**config.mk**
```make
export PLATFORM = sky130hd
export DESIGN_NAME = pie_top
export DESIGN_NICKNAME = d
export VERILOG_FILES = /design/src/pie_pkg.sv /design/src/pie_xfer.sv /design/src/pie_top.sv
export SDC_FILE = /design/constraint.sdc
export NUM_CORES = 2
export LEC_CHECK = 0
export ABC_AREA = 1
export BUFFER_PORTS_ARGS = -buffer_cell sky130_fd_sc_hd__buf_2
export CORE_MARGIN = 2
export CORE_UTILIZATION = 55
export DETAILED_ROUTE_END_ITERATION = 8
export PLACE_DENSITY_LB_ADDON = 0.2
export SLEW_MARGIN = 10
export SYNTH_ARGS = -nofsm -noshare
export SYNTH_HDL_FRONTEND = slang
export SYNTH_SLANG_ARGS = --single-unit
```
**constraint.sdc**
```tcl
create_clock -name i_clk_sys -period 54 [get_ports i_clk_sys]
set_input_delay 13.5 -clock i_clk_sys [delete_from_list [all_inputs] [get_ports i_clk_sys]]
set_output_delay 13.5 -clock i_clk_sys [all_outputs]
set_load 0.05 [all_outputs]
```
**src/pie_pkg.sv**
```systemverilog
// shared constants, types and register map of the interrupt and
// event transfer unit; assumes a 100 MHz system clock
package pie_pkg;

  //////////////////////////////////////////////////////////////////////
  // sizes
  localparam int NSRC   = 28;  // interrupt sources
  localparam int NEXT   = 8;   // fast external inputs, sources 0..7
  localparam int NCH    = 8;   // transfer channels
  localparam int PRIO_W = 4;   // sixteen priority levels
  localparam int PTR_W  = 16;  // channel pointer width
  localparam int CNT_W  = 8;   // channel transfer counter width
  localparam int CTRL_W = 14;  // used bits of a source control word
  localparam int NEV    = 4;   // event status bits

  //////////////////////////////////////////////////////////////////////
  // fixed trap numbers, source index order
  localparam logic [6:0] SRC_TRAP [NSRC] = '{
    7'h18, 7'h19, 7'h1A, 7'h1B, 7'h1C, 7'h1D, 7'h1E, 7'h1F,
    7'h22, 7'h23, 7'h24, 7'h25, 7'h26, 7'h27,
    7'h2A, 7'h47, 7'h2B, 7'h2C, 7'h2D, 7'h2E, 7'h2F,
    7'h40, 7'h41, 7'h42, 7'h43, 7'h44, 7'h45, 7'h46};

  //////////////////////////////////////////////////////////////////////
  // register offsets (byte addresses)
  localparam logic [11:0] OFF_SRC   = 12'h000;  // + 4 * source
  localparam logic [11:0] OFF_CH    = 12'h100;  // + 16 * channel
  localparam logic [11:0] OFF_STAT  = 12'h200;  // event status, w1c
  localparam logic [11:0] OFF_MASK  = 12'h204;  // event mask
  localparam logic [11:0] OFF_STATE = 12'h208;  // service state
  localparam logic [11:0] OFF_TRAP  = 12'h20C;  // software trap number

  // source control word fields
  localparam int F_PRIO = 0;   // [3:0] priority level
  localparam int F_EN   = 6;   // enable flag
  localparam int F_REQ  = 7;   // request flag
  localparam int F_XFER = 8;   // serve by transfer engine
  localparam int F_CHAN = 9;   // [11:9] channel select
  localparam int F_EDGE = 12;  // [13:12] edge select, inputs 0..7

  // channel control word fields
  localparam int F_CNT  = 0;   // [7:0] transfer counter
  localparam int F_WORD = 8;   // word (1) or byte (0)
  localparam int F_INCD = 9;   // increment destination (1) or source
  localparam int F_CONT = 10;  // continuous transfer mode

  // event status bits
  localparam int EV_VEC  = 0;  // vectored service accepted
  localparam int EV_XFER = 1;  // transfer done
  localparam int EV_ZERO = 2;  // counter reached zero
  localparam int EV_SWT  = 3;  // software trap accepted

  // edge selects
  localparam logic [1:0] EDGE_RISE = 2'h1;
  localparam logic [1:0] EDGE_FALL = 2'h2;
  localparam logic [1:0] EDGE_BOTH = 2'h3;

  localparam logic [CTRL_W-1:0] RST_CTRL = 14'h0000;
  localparam logic [NEV-1:0]    RST_EV   = 4'h0;

  //////////////////////////////////////////////////////////////////////
  // timing
  localparam int CLK_NS       = 10;
  localparam int RESP_MIN_NS  = 250;
  localparam int RESP_MAX_NS  = 600;
  localparam int RESP_MIN_CYC = (RESP_MIN_NS + CLK_NS - 1) / CLK_NS;
  localparam int RESP_MAX_CYC = RESP_MAX_NS / CLK_NS;
  localparam int ARB_CYC      = 2;  // source event pulse to request shown

  // address decode kinds
  localparam logic [2:0] K_NONE = 3'h0;
  localparam logic [2:0] K_SRC  = 3'h1;
  localparam logic [2:0] K_CH   = 3'h2;
  localparam logic [2:0] K_STAT = 3'h3;
  localparam logic [2:0] K_MASK = 3'h4;
  localparam logic [2:0] K_STA  = 3'h5;
  localparam logic [2:0] K_TRAP = 3'h6;

  //////////////////////////////////////////////////////////////////////
  // carriers
  typedef struct packed {
    logic        vld;   // vectored service requested
    logic [6:0]  trap;  // trap number
    logic [23:0] vec;   // vector location
  } pie_vreq_s;

  typedef struct packed {
    logic             vld;   // move in progress
    logic             word;  // word move
    logic [PTR_W-1:0] src;
    logic [PTR_W-1:0] dst;
  } pie_mov_s;

  typedef struct packed {
    logic [PTR_W-1:0] src;
    logic [PTR_W-1:0] dst;
    logic [CNT_W-1:0] cnt;
    logic             word;
    logic             inc_dst;
    logic             cont;
  } pie_chan_s;

  typedef struct packed {
    logic [2:0] kind;
    logic [4:0] idx;
    logic [1:0] sub;
  } pie_dec_s;

  typedef enum logic [1:0] {
    XS_IDLE = 2'b00, XS_MOVE = 2'b01, XS_DONE = 2'b11
  } pie_xs_e;

  typedef enum logic [1:0] {
    SV_IDLE = 2'b00, SV_VEC = 2'b01, SV_XFER = 2'b11
  } pie_sv_e;

endpackage

```
**src/pie_xfer.sv**
```systemverilog
// single move engine: one byte or word per service, pointer step
// and counter update; assumes memory answers i_mem_done in its cycle
`timescale 1ns/100ps
module pie_xfer (
  input  wire logic              i_clk_sys,
  input  wire logic              i_rst,
  input  wire logic              i_start,
  input  wire pie_pkg::pie_chan_s i_chan,
  input  wire logic              i_mem_done,
  output pie_pkg::pie_mov_s      o_mov,
  output pie_pkg::pie_chan_s     o_chan,
  output logic                   o_steal,
  output logic                   o_done,
  output logic                   o_zero,
  output logic                   o_busy
);
  import pie_pkg::*;

  pie_xs_e          st_q,   st_d;    // engine state
  pie_mov_s         mov_q,  mov_d;   // move command
  pie_chan_s        chan_q, chan_d;  // updated channel
  logic             zero_q, zero_d;  // counter hit zero
  logic [PTR_W-1:0] step;            // pointer step

  ////////////////////////////////////////////////////////////////////////
  // next state
  always_comb begin
    st_d   = st_q;
    mov_d  = mov_q;
    chan_d = chan_q;
    zero_d = zero_q;
    step   = i_chan.word ? 16'h0002 : 16'h0001;
    case (st_q)
      XS_IDLE: begin
        if (i_start) begin
          // one move between any two locations
          mov_d  = '{vld: 1'b1, word: i_chan.word,
                     src: i_chan.src, dst: i_chan.dst};
          chan_d = i_chan;
          // step one pointer as configured
          if (i_chan.inc_dst) begin
            chan_d.dst = i_chan.dst + step;
          end else begin
            chan_d.src = i_chan.src + step;
          end
          // count down unless continuous
          if (!i_chan.cont) begin
            chan_d.cnt = i_chan.cnt - 8'h01;
          end
          zero_d = !i_chan.cont && (i_chan.cnt == 8'h01);
          st_d   = XS_MOVE;
        end
      end
      XS_MOVE: begin
        // the stolen cycle ends when memory answers
        if (i_mem_done) begin
          mov_d.vld = 1'b0;
          st_d      = XS_DONE;
        end
      end
      XS_DONE: begin
        st_d = XS_IDLE;
      end
      default: begin
        st_d = XS_IDLE;
      end
    endcase
  end

  ////////////////////////////////////////////////////////////////////////
  // registers
  always_ff @(posedge i_clk_sys) begin
    if (i_rst) begin
      st_q   <= XS_IDLE;
      mov_q  <= '0;
      chan_q <= '0;
      zero_q <= 1'b0;
    end else begin
      st_q   <= st_d;
      mov_q  <= mov_d;
      chan_q <= chan_d;
      zero_q <= zero_d;
    end
  end

  assign o_mov   = mov_q;
  assign o_chan  = chan_q;
  assign o_zero  = zero_q;
  assign o_steal = (st_q == XS_MOVE);
  assign o_done  = (st_q == XS_DONE);
  assign o_busy  = (st_q != XS_IDLE);

endmodule

```
**src/pie_top.sv**
```systemverilog
// prioritised interrupt controller with event transfer engine;
// assumes an APB master, same-clock peripheral event pulses and a CPU
// that shows its current priority and acknowledges vectored requests
//
// The register addresses and register access over APB were left to the implementer.
`timescale 1ns/100ps

// Summary of operation
// - per-source request, enable, sixteen-level priority
// - each source routed vectored or transfer engine
// - only strictly higher priority may preempt
// - vectored service branches to source vector
// - fixed trap number and vector per source
// - transfer steals one cycle, no branch
// - move byte or word, step one pointer
// - counter decrements unless continuous mode
// - counter zero raises source vectored interrupt
// - eight channels with pointers and counter
// - respond to requests within 250-600 ns (here a request is shown ARB_CYC = 2 cycles, 20 ns, after a source event pulse)
// - external inputs: rising, falling or both edges
// - software trap number invokes its service
// - four bus nodes, three software-settable nodes (no such nodes here; any source request bit can be set by an APB write)
// - no service during a hardware trap (a pending software trap is still served)
module pie_top #(
  parameter int NUM_CH = pie_pkg::NCH  // transfer channels
) (
  input  wire logic                       i_clk_sys,
  input  wire logic                       i_rst,
  input  wire logic                       i_psel,
  input  wire logic                       i_penable,
  input  wire logic                       i_pwrite,
  input  wire logic [11:0]                i_paddr,
  input  wire logic [31:0]                i_pwdata,
  output logic      [31:0]                o_prdata,
  output logic                            o_pready,
  output logic                            o_pslverr,
  input  wire logic [pie_pkg::NEXT-1:0]   i_ext_pin,
  input  wire logic [pie_pkg::NSRC-1:0]   i_src_evt,
  input  wire logic [pie_pkg::PRIO_W-1:0] i_cpu_prio,
  input  wire logic                       i_hw_trap_active,
  input  wire logic                       i_int_ack,
  output pie_pkg::pie_vreq_s              o_vreq,
  output logic                            o_steal,
  output pie_pkg::pie_mov_s               o_mov,
  input  wire logic                       i_mem_done,
  output logic                            o_irq
);
  import pie_pkg::*;

  if (NUM_CH < 1 || NUM_CH > NCH) begin : g_chk
    $error("NUM_CH must be 1 to 8");
  end
  if (ARB_CYC > RESP_MAX_CYC) begin : g_chk_resp
    $error("arbitration slower than response limit");
  end

  ////////////////////////////////////////////////////////////////////////
  // declarations
  logic [CTRL_W-1:0] ctrl_q [NSRC];  // source control words
  logic [CTRL_W-1:0] ctrl_d [NSRC];
  pie_chan_s         chan_q [NUM_CH];  // channel state
  pie_chan_s         chan_d [NUM_CH];
  logic [NSRC-1:0]   std_q, std_d;     // forced vectored after zero
  logic [NEV-1:0]    stat_q, stat_d;   // sticky events
  logic [NEV-1:0]    mask_q, mask_d;   // event mask
  logic              swt_q, swt_d;     // software trap pending
  logic [6:0]        swn_q, swn_d;     // software trap number
  pie_sv_e           st_q, st_d;       // service state
  logic [4:0]        cur_q, cur_d;     // source in service
  logic [2:0]        xch_q, xch_d;     // channel in service
  logic              vsw_q, vsw_d;     // service is software trap
  pie_vreq_s         vreq_q, vreq_d;   // vectored request out
  logic [31:0]       rdat_q, rdat_d;   // read data
  logic [NEXT-1:0]   sy1_q, sy2_q, sy3_q;  // pin synchroniser
  logic [NEXT-1:0]   ext_set;          // detected edges
  logic              win_vld;          // arbitration result
  logic [4:0]        win_idx;
  logic [PRIO_W-1:0] win_prio;
  logic [2:0]        win_ch;
  logic              start;            // engine start pulse
  pie_chan_s         eng_chan;         // updated channel
  logic              eng_done, eng_zero, eng_busy;
  pie_dec_s          dw, dr;           // access and setup decode
  logic              wr;               // write in access phase

  ////////////////////////////////////////////////////////////////////////
  // helpers
  function automatic pie_dec_s dec(input logic [11:0] a);
    pie_dec_s r;
    r = '{kind: K_NONE, idx: 5'h00, sub: 2'h0};
    if (a[1:0] != 2'h0) begin
      r.kind = K_NONE;
    end else if (a[11:8] == OFF_SRC[11:8] && a[7:2] < 6'(NSRC)) begin
      r = '{kind: K_SRC, idx: a[6:2], sub: 2'h0};
    end else if (a[11:8] == OFF_CH[11:8] && a[7:4] < 4'(NUM_CH)
                 && a[3:2] != 2'h3) begin
      r = '{kind: K_CH, idx: {2'h0, a[6:4]}, sub: a[3:2]};
    end else if (a == OFF_STAT) begin
      r.kind = K_STAT;
    end else if (a == OFF_MASK) begin
      r.kind = K_MASK;
    end else if (a == OFF_STATE) begin
      r.kind = K_STA;
    end else if (a == OFF_TRAP) begin
      r.kind = K_TRAP;
    end
    return r;
  endfunction

  // vector location from trap number
  function automatic logic [23:0] vec_of(input logic [6:0] t);
    return {15'h0000, t, 2'h0};
  endfunction

  // source may be served now
  function automatic logic elig(input logic [CTRL_W-1:0] c,
                                input logic [PRIO_W-1:0] p,
                                input logic              h);
    return c[F_REQ] && c[F_EN] && (c[F_PRIO +: PRIO_W] > p) && !h;
  endfunction

  ////////////////////////////////////////////////////////////////////////
  // external pins: three flops, then edge select on the second and third
  always_ff @(posedge i_clk_sys) begin
    if (i_rst) begin
      sy1_q <= '0;
      sy2_q <= '0;
      sy3_q <= '0;
    end else begin
      sy1_q <= i_ext_pin;
      sy2_q <= sy1_q;
      sy3_q <= sy2_q;
    end
  end

  for (genvar g = 0; g < NEXT; g++) begin : g_edge
    logic [1:0] sel;  // edge select of this input
    assign sel = ctrl_q[g][F_EDGE +: 2];
    assign ext_set[g] =
      ((sel == EDGE_RISE || sel == EDGE_BOTH) && sy2_q[g] && !sy3_q[g])
      || ((sel == EDGE_FALL || sel == EDGE_BOTH) && !sy2_q[g] && sy3_q[g]);
  end

  ////////////////////////////////////////////////////////////////////////
  // arbitration: highest level wins, lowest index breaks ties
  always_comb begin
    win_vld  = 1'b0;
    win_idx  = 5'h00;
    win_prio = '0;
    for (int i = 0; i < NSRC; i++) begin
      if (elig(ctrl_q[i], i_cpu_prio, i_hw_trap_active)
          && (!win_vld || ctrl_q[i][F_PRIO +: PRIO_W] > win_prio)) begin
        win_vld  = 1'b1;
        win_idx  = 5'(i);
        win_prio = ctrl_q[i][F_PRIO +: PRIO_W];
      end
    end
    win_ch = ctrl_q[win_idx][F_CHAN +: 3];
  end

  ////////////////////////////////////////////////////////////////////////
  // transfer engine
  pie_xfer u_xfer (
    .i_clk_sys  (i_clk_sys),
    .i_rst      (i_rst),
    .i_start    (start),
    .i_chan     (chan_q[xch_d]),
    .i_mem_done (i_mem_done),
    .o_mov      (o_mov),
    .o_chan     (eng_chan),
    .o_steal    (o_steal),
    .o_done     (eng_done),
    .o_zero     (eng_zero),
    .o_busy     (eng_busy)
  );

  ////////////////////////////////////////////////////////////////////////
  // service control, registers and flags: next values
  always_comb begin
    ctrl_d = ctrl_q;
    chan_d = chan_q;
    std_d  = std_q;
    stat_d = stat_q;
    mask_d = mask_q;
    swt_d  = swt_q;
    swn_d  = swn_q;
    st_d   = st_q;
    cur_d  = cur_q;
    xch_d  = xch_q;
    vsw_d  = vsw_q;
    vreq_d = vreq_q;
    start  = 1'b0;
    dw     = dec(i_paddr);
    wr     = i_psel && i_penable && i_pwrite;

    // software writes, hardware outcomes below override them
    if (wr) begin
      if (dw.kind == K_SRC) begin
        // request, enable, level, route, channel, edge
        ctrl_d[dw.idx] = i_pwdata[CTRL_W-1:0];
      end else if (dw.kind == K_CH) begin
        if (dw.sub == 2'h0) begin
          chan_d[dw.idx[2:0]].cnt     = i_pwdata[F_CNT +: CNT_W];
          chan_d[dw.idx[2:0]].word    = i_pwdata[F_WORD];
          chan_d[dw.idx[2:0]].inc_dst = i_pwdata[F_INCD];
          chan_d[dw.idx[2:0]].cont    = i_pwdata[F_CONT];
        end else if (dw.sub == 2'h1) begin
          chan_d[dw.idx[2:0]].src = i_pwdata[PTR_W-1:0];
        end else begin
          chan_d[dw.idx[2:0]].dst = i_pwdata[PTR_W-1:0];
        end
      end else if (dw.kind == K_STAT) begin
        stat_d = stat_q & ~i_pwdata[NEV-1:0];  // write one to clear
      end else if (dw.kind == K_MASK) begin
        mask_d = i_pwdata[NEV-1:0];
      end else if (dw.kind == K_TRAP) begin
        swt_d = 1'b1;  // software trap
        swn_d = i_pwdata[6:0];
      end
    end

    case (st_q)
      SV_IDLE: begin
        if (swt_q) begin
          // trap runs its numbered service
          vreq_d = '{vld: 1'b1, trap: swn_q, vec: vec_of(swn_q)};
          vsw_d  = 1'b1;
          swt_d  = wr && dw.kind == K_TRAP;
          st_d   = SV_VEC;
        end else if (win_vld && !eng_busy) begin
          cur_d = win_idx;
          vsw_d = 1'b0;
          if (ctrl_q[win_idx][F_XFER] && !std_q[win_idx]
              && 4'(win_ch) < 4'(NUM_CH)
              && (chan_q[win_ch].cnt != '0 || chan_q[win_ch].cont)) begin
            // no vector, just the stolen cycle
            xch_d = win_ch;
            start = 1'b1;
            st_d  = SV_XFER;
          end else begin
            // branch to the source's own vector
            vreq_d = '{vld: 1'b1, trap: SRC_TRAP[win_idx],
                       vec: vec_of(SRC_TRAP[win_idx])};
            st_d   = SV_VEC;
          end
        end
      end
      SV_VEC: begin
        if (i_int_ack) begin
          // cpu took the branch; request done
          if (vsw_q) begin
            stat_d[EV_SWT] = 1'b1;
          end else begin
            ctrl_d[cur_q][F_REQ] = 1'b0;
            std_d[cur_q]         = 1'b0;
            stat_d[EV_VEC]       = 1'b1;
          end
          vreq_d.vld = 1'b0;
          st_d       = SV_IDLE;
        end else if (!vsw_q
                     && !elig(ctrl_q[cur_q], i_cpu_prio,
                              i_hw_trap_active)) begin
          // withdraw once no longer strictly higher
          vreq_d.vld = 1'b0;
          st_d       = SV_IDLE;
        end
      end
      SV_XFER: begin
        if (eng_done) begin
          chan_d[xch_q]   = eng_chan;
          stat_d[EV_XFER] = 1'b1;
          if (eng_zero) begin
            // keep request, serve it by vector next
            std_d[cur_q]    = 1'b1;
            stat_d[EV_ZERO] = 1'b1;
          end else begin
            ctrl_d[cur_q][F_REQ] = 1'b0;
          end
          st_d = SV_IDLE;
        end
      end
      default: begin
        st_d = SV_IDLE;
      end
    endcase

    // hardware sets win over clears
    for (int i = 0; i < NSRC; i++) begin
      if ((i < NEXT) ? ext_set[i] : i_src_evt[i]) begin
        ctrl_d[i][F_REQ] = 1'b1;
      end
    end
  end

  ////////////////////////////////////////////////////////////////////////
  // read data, captured in the setup phase
  always_comb begin
    dr     = dec(i_paddr);
    rdat_d = rdat_q;
    if (i_psel && !i_penable) begin
      rdat_d = 32'h0000_0000;
      if (dr.kind == K_SRC) begin
        rdat_d[CTRL_W-1:0] = ctrl_q[dr.idx];
      end else if (dr.kind == K_CH) begin
        if (dr.sub == 2'h0) begin
          rdat_d[F_CNT +: CNT_W] = chan_q[dr.idx[2:0]].cnt;
          rdat_d[F_WORD]         = chan_q[dr.idx[2:0]].word;
          rdat_d[F_INCD]         = chan_q[dr.idx[2:0]].inc_dst;
          rdat_d[F_CONT]         = chan_q[dr.idx[2:0]].cont;
        end else if (dr.sub == 2'h1) begin
          rdat_d[PTR_W-1:0] = chan_q[dr.idx[2:0]].src;
        end else begin
          rdat_d[PTR_W-1:0] = chan_q[dr.idx[2:0]].dst;
        end
      end else if (dr.kind == K_STAT) begin
        rdat_d[NEV-1:0] = stat_q;
      end else if (dr.kind == K_MASK) begin
        rdat_d[NEV-1:0] = mask_q;
      end else if (dr.kind == K_STA) begin
        rdat_d[15:0] = {vreq_q.trap, cur_q, eng_busy,
                        i_hw_trap_active, st_q};
      end else if (dr.kind == K_TRAP) begin
        rdat_d[6:0] = swn_q;
      end
    end
  end

  ////////////////////////////////////////////////////////////////////////
  // registers
  always_ff @(posedge i_clk_sys) begin
    if (i_rst) begin
      for (int i = 0; i < NSRC; i++) begin
        ctrl_q[i] <= RST_CTRL;
      end
      for (int c = 0; c < NUM_CH; c++) begin
        chan_q[c] <= '0;
      end
      std_q  <= '0;
      stat_q <= RST_EV;
      mask_q <= RST_EV;
      swt_q  <= 1'b0;
      swn_q  <= 7'h00;
      st_q   <= SV_IDLE;
      cur_q  <= 5'h00;
      xch_q  <= 3'h0;
      vsw_q  <= 1'b0;
      vreq_q <= '0;
      rdat_q <= 32'h0000_0000;
    end else begin
      ctrl_q <= ctrl_d;
      chan_q <= chan_d;
      std_q  <= std_d;
      stat_q <= stat_d;
      mask_q <= mask_d;
      swt_q  <= swt_d;
      swn_q  <= swn_d;
      st_q   <= st_d;
      cur_q  <= cur_d;
      xch_q  <= xch_d;
      vsw_q  <= vsw_d;
      vreq_q <= vreq_d;
      rdat_q <= rdat_d;
    end
  end

  ////////////////////////////////////////////////////////////////////////
  // outputs; request shown one cycle after its flag sets
  assign o_vreq    = vreq_q;
  assign o_irq     = |(stat_q & mask_q);
  assign o_prdata  = rdat_q;
  assign o_pready  = 1'b1;
  assign o_pslverr = i_psel && i_penable && (dw.kind == K_NONE);

endmodule

```
### After elaboration in Yosys (flattened, before gate mapping)

Memory sizes are Yosys's and may differ from the RTL's.
Cells that the tools add are included.
W data, S select, Z words.

* reduce and logical (&&, ||, !) cells: 290
* bitwise gates (word level): 20
* magnitude comparators: 72
* shift operators: 0
* add/subtract/negate cells: 3
* muxes and demuxes: 255
* div/mod/pow operators: 0
* eq/ne operators: 52
* multiply operators: 0

Operator list (count)
* $bwmux W344: 7
* $mux W344: 7
* $mux W392: 6
* $demux W43 S3: 7
* $pmux W392 S2: 1
* $and A392 B392 Y392: 1
* $bwmux W392: 1
* $not A392 Y392: 1
* $bmux W43 S3: 3
* $mux W43: 6
* $gt A4 B4 Y1: 56
* $bmux W14 S5: 3
* $logic_and A1 B1 Y1: 164
* $demux W14 S5: 2
* $mux W5: 28
* $mux W4: 33
* $mux W28: 4
* $mux W32: 3
* $mux W1: 84
* $mux W16: 4
* $mux W14: 4
* $pmux W28 S2: 1
* $logic_or A1 B1 Y1: 52
* $logic_not A1 Y1: 50
* other kinds (55): 164

* RAM bits: 0
* register bits after elaboration: 942
* latch bits: 0
* bits in read-only memories: 224
* memories: 1
* input bits: 92
* output and inout bits: 102
* word-level logic and storage cells: 796

Memory list
* (name not given): depth 32, width 7, read ports 1, clocked after memory_dff 0, wr ports 0, line pie_top.sv:243 `vec: vec_of(SRC_TRAP[win_idx])};`

### Longest topological paths before layout

* depth after elaboration: 134
* gate-level depth with buffers: 326

### Modules after synthesis

From an unflattened synthesis, not the netlist that was laid out.

* cells, all modules: 8886
* area total of the unflattened synthesis: 59117.9 sq um

By module, submodules not included
* pie_top: times used 1, area an instance 55154.1 sq um, cells an instance 8291, seq. area each 16796.1 sq um
* pie_xfer: times used 1, area an instance 3963.8 sq um, cells an instance 595, seq. area each 1581.5 sq um

### Worst setup path before layout

No wires, ideal clock.

* path kind: input-to-reg
* start point: input i_cpu_prio[3] (netlist name)
* end point: register u_xfer.chan_q, in the netlist u_xfer.o_chan[41]
* setup slack: 7.798 ns
* path buffers: 17
* data arrival time: 46.092 ns
* data required time: 53.890 ns
* cell stages on the path: 312
* path through: inv_1 -> ha_1 -> nand2_1 -> clkinv_1 -> nand2_1 -> nand2_2 -> a21oi_2 -> nand2_1 -> ha_1 -> nand2_1 -> inv_1 -> nand2_1 -> nand2_1 -> nand2_1 -> nand2_2 -> nand2_2 -> o21ai_0 -> ha_1 -> (+276 left out) -> buf_6 -> buf_4 -> buf_4 -> nor2_1 -> o22ai_1 -> inv_1 -> o21ai_1 -> inv_2 -> ha_1 -> fa_1 -> nand3_1 -> nor2_2 -> nand3_1 -> nor2_1 -> nand3_1 -> nand2_1 -> inv_1 -> nor2_1

RTL lines
* start, declared: line pie_top.sv:39 `input wire logic [pie_pkg::PRIO_W-1:0] i_cpu_prio,`
* end signal, assigned: line pie_xfer.sv:81 `chan_q <= chan_d;`
* end, declared: line pie_xfer.sv:21 `pie_chan_s chan_q, chan_d;`

==> summary.log <==
INFO  power          leakagePower=0.0281µW
INFO  setup_path     crit_path_class=in2reg
INFO  setup_path     required=54.62ns
INFO  synth          synth_enable_flop_cells=0
INFO  synth          synth_top_cell_area_share=0.318
INFO  power          gate_power_share=0.045
INFO  grt            globalRoute.totalOverflow=0
INFO  min_path       hold-path-cell-count=2
INFO  timing         finalMaxSlewViolations=1
INFO  floorplan      die_width=328µm
INFO  synth          synthMostInstantiatedCell=sky130_fd_sc_hd__nand2_1
INFO  power          sequentialPowerShare=0.463
INFO  run_status     result_of_the_run=finished with violations
INFO  timing         final_critical_path_setup_slack=4.00ns
INFO  power          total_switching_power=370µW
INFO  setup_path     start_kind=primary input
INFO  grt            antenna_found_initial=11
INFO  clock_network  cts_root_buf=sky130_fd_sc_hd__clkbuf_16
INFO  synth          synth_common_cells=sky130_fd_sc_hd__nand2_1, sky130_fd_sc_hd__inv_1, sky130_fd_sc_hd__o21ai_0
INFO  layout         layout.nets=8692
INFO  run            max-cap-violations=1
INFO  grt            grt_start_max_net_pins=128
INFO  setup_path     worst_setup_path_end_kind=flop
INFO  synth          synth_area=57900µm²
INFO  synth          synth_top_area_cell=sky130_fd_sc_hd__dfxtp_1
INFO  timing         maxSlewHeadroom=-0.00962
INFO  setup_path     crit_path_max_fanout=69
INFO  floorplan      dieArea=108000µm²
INFO  routing        detailroute.via_count=64500
INFO  synth          synth_area_leaders=sky130_fd_sc_hd__dfxtp_1, sky130_fd_sc_hd__nand2_1, sky130_fd_sc_hd__o21ai_0
INFO  synth          yosys_most_used_dff=sky130_fd_sc_hd__dfxtp_1
INFO  layout         multiInputGateArea=31800µm²
INFO  routing        dr.pass1.iters=9
INFO  clock_network  insertion_delay=0.74ns
INFO  routing        wirelength=256mm
INFO  place          globalplace.congestion=1.04
INFO  place          detailed_place_hpwl=168mm
INFO  synth          synthCells=8613
INFO  timing         fin_hold_ws=0.402ns
INFO  clock_network  clk_path_buf_depth=3
INFO  routing        drt_iter0_markers=9031
INFO  timing         max_slew.worst_pin.slew=1.50ns
INFO  timing         finalHoldViolCount=0
INFO  routing        drtAntennaViolNets=0
INFO  place          placement.io_buffers=135
INFO  setup_path     worst_path_most_repeated_cell=sky130_fd_sc_hd__nand2_1
INFO  synth          synth-seq-cells=918
INFO  timing         max_freq=20.0MHz
INFO  min_path       worst_hold_path_type=reg2reg
INFO  grt            grt_pass1_wl=373mm
INFO  routing        routed_wire_length_per_instance=26.0µm
INFO  timing         period_minus_slack=50.00ns
INFO  power          vdd_drop_max=0.0242mV
INFO  setup_path     timing.critical_path.slowest_stage_cell=sky130_fd_sc_hd__inv_4
INFO  setup_path     worst_path_largest_cell_delay=0.56ns
INFO  power          clock_power_share=0.492
INFO  setup_path     reg2reg_depth=293
INFO  clock_network  number_of_buffers_inserted_during_clock_tree_synthesis=103
INFO  timing         fin_worst_skew=0.0361ns
INFO  timing         fin_crit_sh=0.926
INFO  power          power_per_cell_area=23.7nW/µm²
INFO  power          switching_share=0.252
INFO  routing        viasPerCell=6.55
INFO  routing        drt_drc_violations_left=1
INFO  layout         layout-drive-gt1-share=0.0790
INFO  run_status     violated_checks=design-rule violations, max-capacitance violations, max-slew violations
INFO  grt            track_usage=0.457
INFO  synth          seq_area_frac_synth=0.318
INFO  clock_network  path_clk_slew=0.06ns
INFO  setup_path     worstPathArrival=50.61ns
INFO  clock_network  cts_tree=built
INFO  synth          asyncSetResetFlopFracSynth=0
INFO  synth          synth_cell_types=77
INFO  floorplan      fp.coreArea=104000µm²
INFO  layout         flow.area_growth_from_synthesis=7.27%
INFO  floorplan      io_pins=194
INFO  grt            via_count_of_the_first_global_routing_pass=58600
INFO  layout         ff_latch_area=18400µm²
INFO  clock_network  clock_sink_count=918
INFO  layout         fillers=9967
INFO  power          power.internal=1100µW
INFO  floorplan      initial_utilization=0.557
INFO  floorplan      std_cell_rows=118
INFO  synth          synth-warning-count=0
INFO  timing         setup_viol=0
INFO  place          dp_slack=1.04ns
INFO  clock_network  cts.htree.levels=3
INFO  synth          syn_area_per_cell=6.72µm²
INFO  floorplan      die_y=328µm
-- layer usage --
metal  wire, µm  track usage
met1      93300        0.565
met2     106000        0.680
met3      31800        0.100
met4      25300        0.380
met5         33            0
-- stage by stage --
stage	setup TNS (ns)	total power (µW)	std cells	util	cell area, µm²
finish	0	1470	9849	0.597	62100
detailed placement	0	759	9643	0.561	58300
global route	-0.998	1500	9842	0.597	62000
global placement	0	758	9643	0.561	58300
floorplan	0	736	8645	-	58000
CTS	0	1470	9826	0.593	61700
-- worst max-delay path: cells and delay by family --
| family | cells | cell delay, ns |
|---|---|---|
| buffers and inverters | 30 | 2.62 |
| AO/OA/AOI/OAI | 65 | 8.75 |
| AND/OR/NAND/NOR | 169 | 15.72 |
| adder cells (fa/ha/maj) | 30 | 9.73 |
-- power by group through the flow --
stage / clock network (µW) / registers [µW] / logic, µW
3_5_place_dp: 0 / 696 / 63.4
4_1_cts: 721 / 681 / 63.5
5_1_grt: 750 / 681 / 68.9
3_3_place_gp: 0 / 696 / 62.3
6_report: 724 / 681 / 66.9
2_1_floorplan: 0 / 697 / 39.3
-- what timing repair did --
action / CTS / global route
hold buffers: 0 / 0
endpoints found under the setup margin: 0 / 88
buffers inserted: 0 / 14
gates resized for setup: 0 / 66
-- cells in the final DEF (no fill, tap or decap), types with 14 or more instances in the layout --
cell type	Yosys	routed
sky130_fd_sc_hd__o311ai_0	33	32
sky130_fd_sc_hd__clkbuf_1	453	17
sky130_fd_sc_hd__nand2_2	56	64
sky130_fd_sc_hd__buf_4	87	166
sky130_fd_sc_hd__o2111ai_1	22	22
sky130_fd_sc_hd__a22oi_1	120	120
sky130_fd_sc_hd__nor2_2	12	22
sky130_fd_sc_hd__inv_1	1198	1179
sky130_fd_sc_hd__o22ai_1	211	210
sky130_fd_sc_hd__ha_1	215	215
sky130_fd_sc_hd__a31oi_1	27	27
sky130_fd_sc_hd__a221oi_1	55	55
sky130_fd_sc_hd__clkbuf_16	0	104
sky130_fd_sc_hd__o21ai_1	78	88
sky130_fd_sc_hd__clkbuf_8	0	17
sky130_fd_sc_hd__o211ai_1	171	171
sky130_fd_sc_hd__inv_2	20	35
sky130_fd_sc_hd__conb_1	2	34
sky130_fd_sc_hd__dfxtp_1	918	918
sky130_fd_sc_hd__nand2_1	1455	1439
sky130_fd_sc_hd__nor3_1	48	45
sky130_fd_sc_hd__nor4_1	15	15
sky130_fd_sc_hd__nand4_1	72	72
sky130_fd_sc_hd__a21oi_1	691	689
sky130_fd_sc_hd__o221ai_1	235	235
sky130_fd_sc_hd__o21bai_1	98	97
sky130_fd_sc_hd__buf_2	23	134
sky130_fd_sc_hd__a211oi_1	30	30
sky130_fd_sc_hd__nor2_1	481	462
sky130_fd_sc_hd__clkinv_1	17	14
sky130_fd_sc_hd__o21ai_0	1050	1037
sky130_fd_sc_hd__clkinv_2	0	28
sky130_fd_sc_hd__nand3_1	493	491
-- area by class of cell --
type | instances | area share
Timing Repair Buffer | 311 | 0.0335
Clock inverter | 46 | 0.00778
Tap cell | 1380 | 0.0278
Inverter | 1235 | 0.0750
Multi-Input combinational cell | 5814 | 0.513
Sequential cell | 918 | 0.296
Antenna cell | 8 | 0.000323
Clock buffer | 137 | 0.0465
-- cells by family (layout without fill, tap and decap cells) --
family,count (synthesis),after routing,share of synthesized area
compound gates,2885,2885,0.300
xor+xnor,7,7,0.00106
simple gates,2670,2671,0.195
flops,918,918,0.318
other cells,2,42,0.000130
fa+ha+maj,217,217,0.0472
buf+inv,1914,1729,0.140
-- final timing paths --
kind | to | slack [ns] | from
worst max-delay path | u_xfer.o_chan[41] | 4.00 | i_cpu_prio[0]
worst min register to register | sy2_q[5] | 0.40 | sy1_q[5]
worst min-delay path | sy2_q[5] | 0.40 | sy1_q[5]
worst max register to register | u_xfer.o_chan[41] | 16.71 | flop
No activity file was read; power rests on OpenSTA's default activity.
